==> src/include/fcfir_pkg.sv <==
/*
  shared constants and types of the flow controlled fir chain:
  widths, taps, coefficients, fifo sizing, feedback delay, reset values.
  assumes a single clock domain; all users refer to fcfir_pkg::name.
*/
package fcfir_pkg;

  // ==========================================================
  // datapath sizing
  localparam int NSTAGE = 3;
  localparam int DW = 16;
  localparam int CW = 16;
  localparam int NTAPS = 4;
  localparam int COEF_FRAC = 15;
  localparam int ACCW = DW + CW + 2;

  // q1.15 coefficients, unity dc gain; same set in every stage
  localparam logic [NTAPS-1:0][CW-1:0] FIR_COEF =
    {16'h1000, 16'h3000, 16'h3000, 16'h1000};

  // ==========================================================
  // fifo and flow control sizing
  localparam int FIFO_DEPTH = 8;
  localparam int FIFO_LW = 4;
  // stop threshold at half capacity
  localparam int FILL_THRESH = FIFO_DEPTH / 2;
  // tap register plus output register
  localparam int FIR_LAT = 2;
  // feedback delay matches the stage latency
  localparam int FB_DELAY = FIR_LAT;
  // words that may still land after the threshold: FB_DELAY + FIR_LAT,
  // which must not exceed FIFO_DEPTH - FILL_THRESH
  localparam int FIFO_ROOM = FIFO_DEPTH - FILL_THRESH;

  // ==========================================================
  // reset values
  localparam logic [DW-1:0] TAP_RST = 16'h0000;
  localparam logic READY_RST = 1'b0;

  // ==========================================================
  // types
  typedef logic signed [ACCW-1:0] fcfir_acc_t;
  typedef logic [DW-1:0] fcfir_word_t;

  typedef struct packed {
    logic valid;
    fcfir_word_t data;
  } fcfir_smp_s;

  typedef struct packed {
    logic [NTAPS-1:0][DW-1:0] tap;
    logic mid_valid;
    fcfir_word_t out_data;
    logic out_valid;
    logic [FB_DELAY-1:0] rdy_dly;
    logic stall;
  } fcfir_stage_s;

  typedef struct packed {
    fcfir_stage_s [NSTAGE-1:0] stg;
    logic overflow;
  } fcfir_chain_s;

endpackage

==> src/rtl/fcfir_chain.sv <==
/*
  three fir stages in series, each followed by a fifo, with valid
  flags forward and a locally delayed ready back toward each stage.
  assumes upstream and downstream logic on the same clock; no pin
  synchronisers are needed.
*/
`timescale 1ns/100ps
// Overview of operation
// RULE_01 - three fir stages in series, each followed by its own fifo
// RULE_02 - fifo at half capacity drops ready toward the stage before
// RULE_03 - a stage takes no valid input while its ready is low
// RULE_04 - fifo shows oldest word with valid high whenever it holds one
// RULE_05 - head leaves only when fifo valid and consumer ready both high
// RULE_06 - each ready goes back one stage only
// RULE_07 - ready feedback delay is at least the stage latency
// RULE_08 - fifo keeps room for the delay's worth of words past threshold
// RULE_09 - last fifo drains on the external downstream ready
// RULE_10 - stage state holds when incoming valid is low
// RULE_11 - tap line is single-cycle registers shifting on valid
// RULE_12 - only registers are enabled; multiply and add run freely
// RULE_13 - valid travels with the data; data counts only when valid
// RULE_14 - reset empties fifos, clears taps and all valid flags
// RULE_15 - coefficients and widths fixed, same structure every stage
module fcfir_chain (
  input wire logic clock,
  input wire logic sys_rst,
  input wire fcfir_pkg::fcfir_smp_s in_smp,
  output logic in_ready,
  output fcfir_pkg::fcfir_smp_s out_smp,
  input wire logic out_ready,
  output logic [fcfir_pkg::NSTAGE-1:0] stage_stall,
  output logic overflow
);

  // ==========================================================
  // declarations
  fcfir_pkg::fcfir_chain_s st;
  fcfir_pkg::fcfir_chain_s next_st;

  logic stg_in_valid [fcfir_pkg::NSTAGE];
  fcfir_pkg::fcfir_word_t stg_in_data [fcfir_pkg::NSTAGE];
  logic accept [fcfir_pkg::NSTAGE];
  logic ready_raw [fcfir_pkg::NSTAGE];

  logic fifo_wr_ready [fcfir_pkg::NSTAGE];
  logic fifo_rd_valid [fcfir_pkg::NSTAGE];
  fcfir_pkg::fcfir_word_t fifo_rd_data [fcfir_pkg::NSTAGE];
  logic fifo_rd_ready [fcfir_pkg::NSTAGE];
  logic [fcfir_pkg::FIFO_LW-1:0] fifo_level [fcfir_pkg::NSTAGE];

  // ==========================================================
  // filter arithmetic
  // purely combinational, evaluated every cycle; only the registers
  // around it carry an enable, which keeps the enable fan-out small
  function automatic fcfir_pkg::fcfir_word_t fir_sum(
    input logic [fcfir_pkg::NTAPS-1:0][fcfir_pkg::DW-1:0] tap
  );
    fcfir_pkg::fcfir_acc_t acc;
    acc = '0;
    for (int i = 0; i < fcfir_pkg::NTAPS; i++)
    begin
      // widen both factors first so the product is never cut to 16 bits
      acc = acc +
        fcfir_pkg::fcfir_acc_t'($signed(tap[i])) *
        fcfir_pkg::fcfir_acc_t'($signed(fcfir_pkg::FIR_COEF[i])); // RULE_12
    end
    // plain truncation; the coefficient set keeps the gain at one
    return acc[fcfir_pkg::COEF_FRAC +: fcfir_pkg::DW];
  endfunction

  // ==========================================================
  // stage wiring
  genvar g;
  generate
    for (g = 0; g < fcfir_pkg::NSTAGE; g++)
    begin : g_stage
      if (g == 0)
      begin : g_first
        assign stg_in_valid[g] = in_smp.valid;
        assign stg_in_data[g] = in_smp.data;
      end
      else
      begin : g_next
        assign stg_in_valid[g] = fifo_rd_valid[g - 1];
        assign stg_in_data[g] = fifo_rd_data[g - 1];
      end

      if (g == fcfir_pkg::NSTAGE - 1)
      begin : g_last
        assign fifo_rd_ready[g] = out_ready; // RULE_09
      end
      else
      begin : g_mid
        // the next stage's delayed ready is the only backward signal
        assign fifo_rd_ready[g] =
          st.stg[g + 1].rdy_dly[fcfir_pkg::FB_DELAY-1]; // RULE_06
      end

      assign ready_raw[g] =
        (fifo_level[g] <
         fcfir_pkg::FIFO_LW'(fcfir_pkg::FILL_THRESH)); // RULE_02

      // RULE_01
      fcfir_fifo #(
        .WIDTH(fcfir_pkg::DW),
        .DEPTH(fcfir_pkg::FIFO_DEPTH),
        .LW(fcfir_pkg::FIFO_LW)
      ) u_fifo (
        .clock(clock),
        .sys_rst(sys_rst),
        .wr_valid(st.stg[g].out_valid),
        .wr_data(st.stg[g].out_data),
        .wr_ready(fifo_wr_ready[g]),
        .rd_valid(fifo_rd_valid[g]),
        .rd_data(fifo_rd_data[g]),
        .rd_ready(fifo_rd_ready[g]),
        .level(fifo_level[g])
      );
    end
  endgenerate

  // ==========================================================
  // next state
  always_comb
  begin
    next_st = st;
    for (int k = 0; k < fcfir_pkg::NSTAGE; k++)
    begin
      // ready seen by the stage is the fill test delayed FB_DELAY
      // cycles; the room above the threshold absorbs what is in
      // flight meanwhile
      next_st.stg[k].rdy_dly =
        {st.stg[k].rdy_dly[fcfir_pkg::FB_DELAY-2:0],
         ready_raw[k]}; // RULE_07 RULE_08

      accept[k] = stg_in_valid[k] &&
        st.stg[k].rdy_dly[fcfir_pkg::FB_DELAY-1]; // RULE_03

      next_st.stg[k].stall = stg_in_valid[k] &&
        !st.stg[k].rdy_dly[fcfir_pkg::FB_DELAY-1];

      // tap line shifts only on an accepted sample
      if (accept[k])
      begin
        next_st.stg[k].tap[0] = stg_in_data[k]; // RULE_11
        for (int i = 1; i < fcfir_pkg::NTAPS; i++)
        begin
          next_st.stg[k].tap[i] = st.stg[k].tap[i - 1]; // RULE_10
        end
      end

      // valid pipelined next to the taps and the output register
      next_st.stg[k].mid_valid = accept[k]; // RULE_13
      next_st.stg[k].out_valid = st.stg[k].mid_valid; // RULE_13
      if (st.stg[k].mid_valid)
      begin
        next_st.stg[k].out_data = fir_sum(st.stg[k].tap); // RULE_10 RULE_15
      end

      // cannot happen with the sizing above; kept as a sticky witness
      if (st.stg[k].out_valid && !fifo_wr_ready[k])
      begin
        next_st.overflow = 1'b1;
      end
    end
  end

  // ==========================================================
  // state register
  always_ff @(posedge clock or posedge sys_rst)
  begin
    if (sys_rst)
    begin
      for (int k = 0; k < fcfir_pkg::NSTAGE; k++)
      begin
        for (int i = 0; i < fcfir_pkg::NTAPS; i++)
        begin
          st.stg[k].tap[i] <= fcfir_pkg::TAP_RST; // RULE_14
        end
        st.stg[k].mid_valid <= 1'b0; // RULE_14
        st.stg[k].out_data <= fcfir_pkg::TAP_RST;
        st.stg[k].out_valid <= 1'b0; // RULE_14
        st.stg[k].rdy_dly <= {fcfir_pkg::FB_DELAY{fcfir_pkg::READY_RST}};
        st.stg[k].stall <= 1'b0;
      end
      st.overflow <= 1'b0;
    end
    else
    begin
      st <= next_st;
    end
  end

  // ==========================================================
  // outputs, all taken from flip-flops
  assign in_ready = st.stg[0].rdy_dly[fcfir_pkg::FB_DELAY-1];
  assign out_smp.valid = fifo_rd_valid[fcfir_pkg::NSTAGE-1]; // RULE_13
  assign out_smp.data = fifo_rd_data[fcfir_pkg::NSTAGE-1];
  assign overflow = st.overflow;

  generate
    for (g = 0; g < fcfir_pkg::NSTAGE; g++)
    begin : g_stall
      assign stage_stall[g] = st.stg[g].stall;
    end
  endgenerate

endmodule

==> src/rtl/fcfir_fifo.sv <==
/*
  shift register fifo: entry 0 is always the oldest word, so the head
  leaves straight from a flip-flop.
  assumes one clock and an asynchronous active high reset.
*/
`timescale 1ns/100ps
module fcfir_fifo #(
  parameter int WIDTH = fcfir_pkg::DW,
  parameter int DEPTH = fcfir_pkg::FIFO_DEPTH,
  parameter int LW = fcfir_pkg::FIFO_LW
) (
  input wire logic clock,
  input wire logic sys_rst,
  input wire logic wr_valid,
  input wire logic [WIDTH-1:0] wr_data,
  output logic wr_ready,
  output logic rd_valid,
  output logic [WIDTH-1:0] rd_data,
  input wire logic rd_ready,
  output logic [LW-1:0] level
);

  typedef struct packed {
    logic [DEPTH-1:0][WIDTH-1:0] mem;
    logic [LW-1:0] count;
    logic head_valid;
  } fcfir_fifo_st_s;

  fcfir_fifo_st_s st;
  fcfir_fifo_st_s next_st;
  logic push;
  logic pop;
  logic [LW-1:0] widx;

  // ==========================================================
  // next state
  always_comb
  begin
    next_st = st;
    push = wr_valid && (st.count != LW'(DEPTH));
    pop = st.head_valid && rd_ready; // RULE_05
    widx = pop ? st.count - LW'(1) : st.count;
    if (pop)
    begin
      for (int i = 0; i < DEPTH - 1; i++)
      begin
        next_st.mem[i] = st.mem[i + 1];
      end
    end
    if (push)
    begin
      next_st.mem[widx] = wr_data;
    end
    next_st.count = st.count + LW'(push) - LW'(pop);
    next_st.head_valid = (next_st.count != '0); // RULE_04
  end

  // ==========================================================
  // state register
  always_ff @(posedge clock or posedge sys_rst)
  begin
    if (sys_rst)
    begin
      st <= '0; // RULE_14
    end
    else
    begin
      st <= next_st;
    end
  end

  assign wr_ready = (st.count != LW'(DEPTH));
  assign rd_valid = st.head_valid; // RULE_04
  assign rd_data = st.mem[0];
  assign level = st.count;

endmodule

==> config.mk <==
export PLATFORM = sky130hd
export DESIGN_NAME = fcfir_chain
export DESIGN_NICKNAME = d
export VERILOG_FILES = /design/src/include/fcfir_pkg.sv /design/src/rtl/fcfir_chain.sv /design/src/rtl/fcfir_fifo.sv
export SDC_FILE = /design/constraint.sdc
export NUM_CORES = 2
export LEC_CHECK = 0
export ABC_CLOCK_PERIOD_IN_PS = 33200
export BUFFER_PORTS_ARGS = -buffer_cell sky130_fd_sc_hd__buf_2
export CORE_ASPECT_RATIO = 1.2
export CORE_MARGIN = 2
export CORE_UTILIZATION = 30
export CTS_CLUSTER_SIZE = 8
export DETAILED_ROUTE_END_ITERATION = 10
export HOLD_SLACK_MARGIN = 0.06
export PLACE_DENSITY_LB_ADDON = 0.25
export SYNTH_ARGS = -nofsm -noshare
export SYNTH_HDL_FRONTEND = slang
export SYNTH_SLANG_ARGS = --single-unit
==> constraint.sdc <==
create_clock -name clock -period 33.2 [get_ports clock]
set_clock_uncertainty 0.15 [all_clocks]
set_input_delay 6.64 -clock clock [delete_from_list [all_inputs] [get_ports clock]]
set_output_delay 6.64 -clock clock [all_outputs]
set_load 0.01 [all_outputs]
Word-level counts from Yosys, hierarchy flattened

Index checks and enable logic that the tools add are counted.

Register bits after elaboration: 655
Input port bits: 20

Add/subtract/negate cells: 18
Multiply operators: 6
Magnitude comparators: 9
Equal/unequal tests: 3
Multiplexer cells: 21
Reduce and logical (&&, ||, !) cells: 26

Operators by type and width:

| cell                                                 | number |
|---|---|
| 2-to-1 mux 112 bit                                   | 6 |
| bitwise mux 128 bit                                  | 3 |
| demux 16 bit (select 3 bit)                          | 3 |
| multiplier 16 x 3 -> 19 bit (second input constant)  | 6 |
| adder 28 x 31 -> 31 bit                              | 3 |
| adder 31 x 28 -> 31 bit                              | 3 |
| adder 31 bit                                         | 3 |
| 2-to-1 mux 16 bit                                    | 3 |
| logical AND 1 bit                                    | 16 |
| adder 4 x 1 -> 4 bit                                 | 3 |
| >= comparator 4 x 1 -> 1 bit (second input constant) | 3 |
| < comparator 4 x 3 -> 1 bit (second input constant)  | 3 |
| < comparator 4 bit (second input constant)           | 3 |
| 2-to-1 mux 4 bit                                     | 3 |
| inequality test 4 bit (second input constant)        | 3 |
| nonzero test 4 bit                                   | 3 |
| subtractor 4 x 1 -> 4 bit                            | 3 |
| subtractor 4 x 1 -> 4 bit (second input constant)    | 3 |
| logical NOT 1 bit                                    | 6 |
| 2-to-1 mux 1 bit                                     | 3 |
| nonzero test 3 bit                                   | 1 |

Longest topological paths before layout

Depth in word-level cells: 8
Mapped depth: 24
Mapped depth without buffers: 24

By module

A second synthesis with hierarchy kept.

Cell total of the unflattened synthesis: 3433
Area, all modules: 39819.4 µm²

By module, submodules not included:

| module                          | times used | cells an instance | area an instance (µm²) |
|---|---|---|---|
| fcfir_chain                     | 1          | 1851              | 18741.7 |
| fcfir_fifo at g_stage[0].u_fifo | 1          | 469               | 7238.2 |
| fcfir_fifo at g_stage[1].u_fifo | 1          | 469               | 7109.3 |
| fcfir_fifo at g_stage[2].u_fifo | 1          | 644               | 6730.2 |

Least setup slack after synthesis

Ideal clock, no wire load.

Path type: input-to-reg
From: input out_ready
To: register g_stage[2].u_fifo.st, in the netlist g_stage[2].u_fifo.rd_valid
Library setup time: 0.139 ns
Data arrival time: 8.758 ns
Required time: 32.911 ns
Path slack: 24.154 ns
Stages: 10
Buffers on the path: 1
Path through: nand2_1 > clkinv_1 > clkbuf_1 > ha_1 > inv_1 > ha_1 > inv_1 > fa_1 > inv_1 > or4_1

RTL lines:

| element              | line              | text |
|---|---|---|
| from (decl)          | fcfir_chain.sv:30 | `input wire logic out_ready,` |
| to (signal assigned) | fcfir_fifo.sv:68  | `st <= next_st;` |
| to (decl)            | fcfir_fifo.sv:29  | `fcfir_fifo_st_s st;` |

==> results_dict.tcl <==
set metrics [dict create \
    die_w_um 325 \
    syn-num-nets 4283 \
    clockBufferDepth 3 \
    hpwl_mm 53.0 \
    routed_wl_mm 78.1 \
    critPathTopFamily "buffers and inverters" \
    ant_nets 0 \
    yosysSeqAreaShare_pct 44.2 \
    core_area_um2 123000 \
    r2r_end "st[105]" \
    clock-root-buffer "clkbuf_16" \
    syn_area_um2 37100 \
    cp.arrival_ns 9.84 \
    status "complete, no violations" \
    ff2ff_path_depth 20 \
    syn_inst 3892 \
    endpoint "g_stage[0].u_fifo.st[50]" \
    ys_warn_count 0 \
    worstHoldStart "next_st[173]" \
    grt.overflow.total 0 \
    setup_tns_ns 0 \
    grt_pass1_wl_mm 133 \
    r2r-start "st[124]" \
    cp.depth 5 \
    cts-resized-gates 0 \
    wl_per_cell_um 14.2 \
    end_kind "async pin" \
    gp_congestion 0.755 \
    die_h_um 389 \
    cts_tree "yes" \
    via_per_inst 4.63 \
    ctsHoldBuffers 0 \
    syn_avg_cell_area_um2 9.53 \
    drive_gt1_share_pct 8.10 \
    htreeDepth 3 \
    ys_types 67 \
    critPathKind "primary input to async pin" \
    firstDrtPassIters 5 \
    cap_violations 0 \
    async_flop_share_pct 100 \
    rsz0062_at_grt "no" \
    crit_chain "buf_2 -> inv_8 -> buf_4 -> buf_4 -> buf_4" \
    final-hold-violation-count 0 \
    fp-row-count 141 \
    first_global_vias 25700 \
    dp_cells 5374 \
    max_stage_delay_ns 0.88 \
    crit_required_ns 33.71 \
    cts_setup_buffers 0 \
    clock.fmax_mhz 107 \
    synth_edf_count 0 \
    worst_pin_slew_ns 1.15 \
    antenna_found_initial 0 \
    period_needed_ns 9.33 \
    cts_buffers 93 \
    setup_viol 0 \
    n_antenna_cell 0 \
    ys_ff_latch 655 \
    drv_slew 0 \
    path_buf_inv 5 \
    min_path_cells 0 \
    critical_path.most_common_cell "buf_4" \
    grt_max_degree 151 \
    cts_sinks 655 \
    die_area_um2 127000 \
    crit_start "sys_rst" \
    initial_core_util_pct 30.2 \
    r2r_slack_ns 26.81 \
    drtIter0Drc 1291 \
    min_path_type "register to register" \
    area_growth_pct 11.2 \
    period_share_pct 28.1 \
    io_buffers 41 \
    slew_headroom_pct 22.9 \
    crit_slowest_cell "buf_4" \
    synth_top_flop_cell "dfrtp_1" \
    clk_pin_slew_worst_paths_ns 0.05 \
    drc 0 \
    nNetsFinal 4216 \
    start_kind "primary input" \
    worstSkewPairLatency_ns 0.69 \
    instances_no_fill 5483 \
    grt_util_all_layers_pct 12.6 \
    num_io_pins 42 \
    vias 25400 \
    worstPathMaxFanout 98 \
]
-- layout by cell type (no fill, tap or decap), types with 35 or more instances in the layout --
| cell | instances |
|---|---|
| nand2_1 | 820 |
| dfrtp_1 | 655 |
| o21ai_0 | 345 |
| inv_1 | 271 |
| ha_1 | 257 |
| nor2_1 | 246 |
| a31oi_1 | 185 |
| mux2i_1 | 161 |
| fa_1 | 114 |
| mux2_2 | 104 |
| clkbuf_16 | 93 |
| xnor2_1 | 80 |
| a21oi_1 | 66 |
| xor2_1 | 56 |
| buf_2 | 41 |
| buf_4 | 35 |
-- cell usage after synthesis, drive strengths merged, types with 8 or more instances --
| cell type | count | area [um2] |
|---|---|---|
| a21o | 24 | 180 |
| o21ai | 346 | 1730 |
| dfrtp | 655 | 16400 |
| nor3 | 27 | 135 |
| ha | 257 | 3220 |
| inv | 274 | 1030 |
| xnor2 | 80 | 701 |
| mux2i | 161 | 1610 |
| nor2 | 251 | 942 |
| nor2b | 24 | 150 |
| a21oi | 67 | 339 |
| a31oi | 186 | 1180 |
| nand3 | 28 | 140 |
| or3 | 14 | 87.6 |
| xor2 | 56 | 490 |
| buf | 35 | 206 |
| clkbuf | 204 | 766 |
| and3 | 15 | 93.8 |
| o21bai | 12 | 90.1 |
| nand2b | 22 | 138 |
| nand2 | 824 | 3090 |
| fa | 114 | 2280 |
| mux2 | 105 | 1190 |
| o21a | 18 | 135 |
| a211oi | 8 | 72.6 |
-- per-stage QoR --
stage                     utilization (%)  instance area [um2]  hold slack (ns)  worst slack (ns)
after global placement               31.5                38700            0.183             22.94
final                                33.5                41300            0.201             23.87
after CTS                            33.5                41300            0.202             23.65
after floorplan                         -                37100            0.181              8.06
after detailed placement             31.5                38700            0.189             22.95
after global routing                 33.5                41300            0.214             23.26
-- worst reg2reg max path, delay by kind of cell (launching register included) --
kind	cells	cell delay, ns
AOI/OAI and AO/OA	9	2.57
adders and majority gates	6	2.29
xor gates and xnor gates	2	0.49
DFF	1	0.41
muxes	1	0.27
and+or+nand+nor	1	0.09
buffers and inverters	1	0.04
-- how the worst min path moves through the flow --
| stage | slack, ns | to |
|---|---|---|
| floorplan | 0.18 | fifo_rd_ready[1] |
| global placement | 0.18 | fifo_rd_ready[2] |
| detailed placement | 0.19 | fifo_rd_ready[2] |
| CTS | 0.20 | fifo_rd_ready[1] |
| global route | 0.21 | fifo_rd_ready[1] |
| finish | 0.20 | fifo_rd_ready[1] |
-- flip-flops by register name, summed over array words and instances, names as in the netlist --
signal	flops
in_ready	1
g_stage.u_fifo.level	12
g_stage.u_fifo.rd_valid	3
st	243
fifo_rd_ready	2
overflow	1
g_stage.u_fifo.st	336
next_st	6
stage_stall	3
g_stage.u_fifo.rd_data	48
-- final cells by class --
class | count | area, um2
Timing Repair Buffer | 77 | 488
Tap cell | 1644 | 2060
Clock buffer | 101 | 2370
Fill cell | 12600 | 81700
Sequential cell | 655 | 16400
Multi-Input combinational cell | 2721 | 18700
Inverter | 277 | 1050
Clock inverter | 8 | 148
-- cells by family (layout without fill, tap and decap cells) --
| family | Yosys count | in the layout | synth area share [%] |
|---|---|---|---|
| and+or+nand+nor | 1232 | 1232 | 13.4 |
| AOI/OAI and AO/OA | 714 | 714 | 11.3 |
| DFF | 655 | 655 | 44.2 |
| buffers and inverters | 516 | 463 | 5.42 |
| adders and majority gates | 371 | 371 | 14.8 |
| muxes | 266 | 266 | 7.54 |
| xor gates and xnor gates | 138 | 138 | 3.33 |
-- layer usage --
layer / track usage [%] / vias to the layer above / share of wire, % / wire length [um]
li1: - / 12800 / - / -
met1: 14.8 / 12200 / 43 / 33300
met2: 23.4 / 251 / 53 / 41100
met3: 1.73 / 112 / 2.5 / 1950
met4: 4.28 / 0 / 2.4 / 1850
met5: 0 / - / 0 / 0
Power is not shown: default switching activity piles up to over one toggle a cycle in this logic, so the estimate is an artifact.
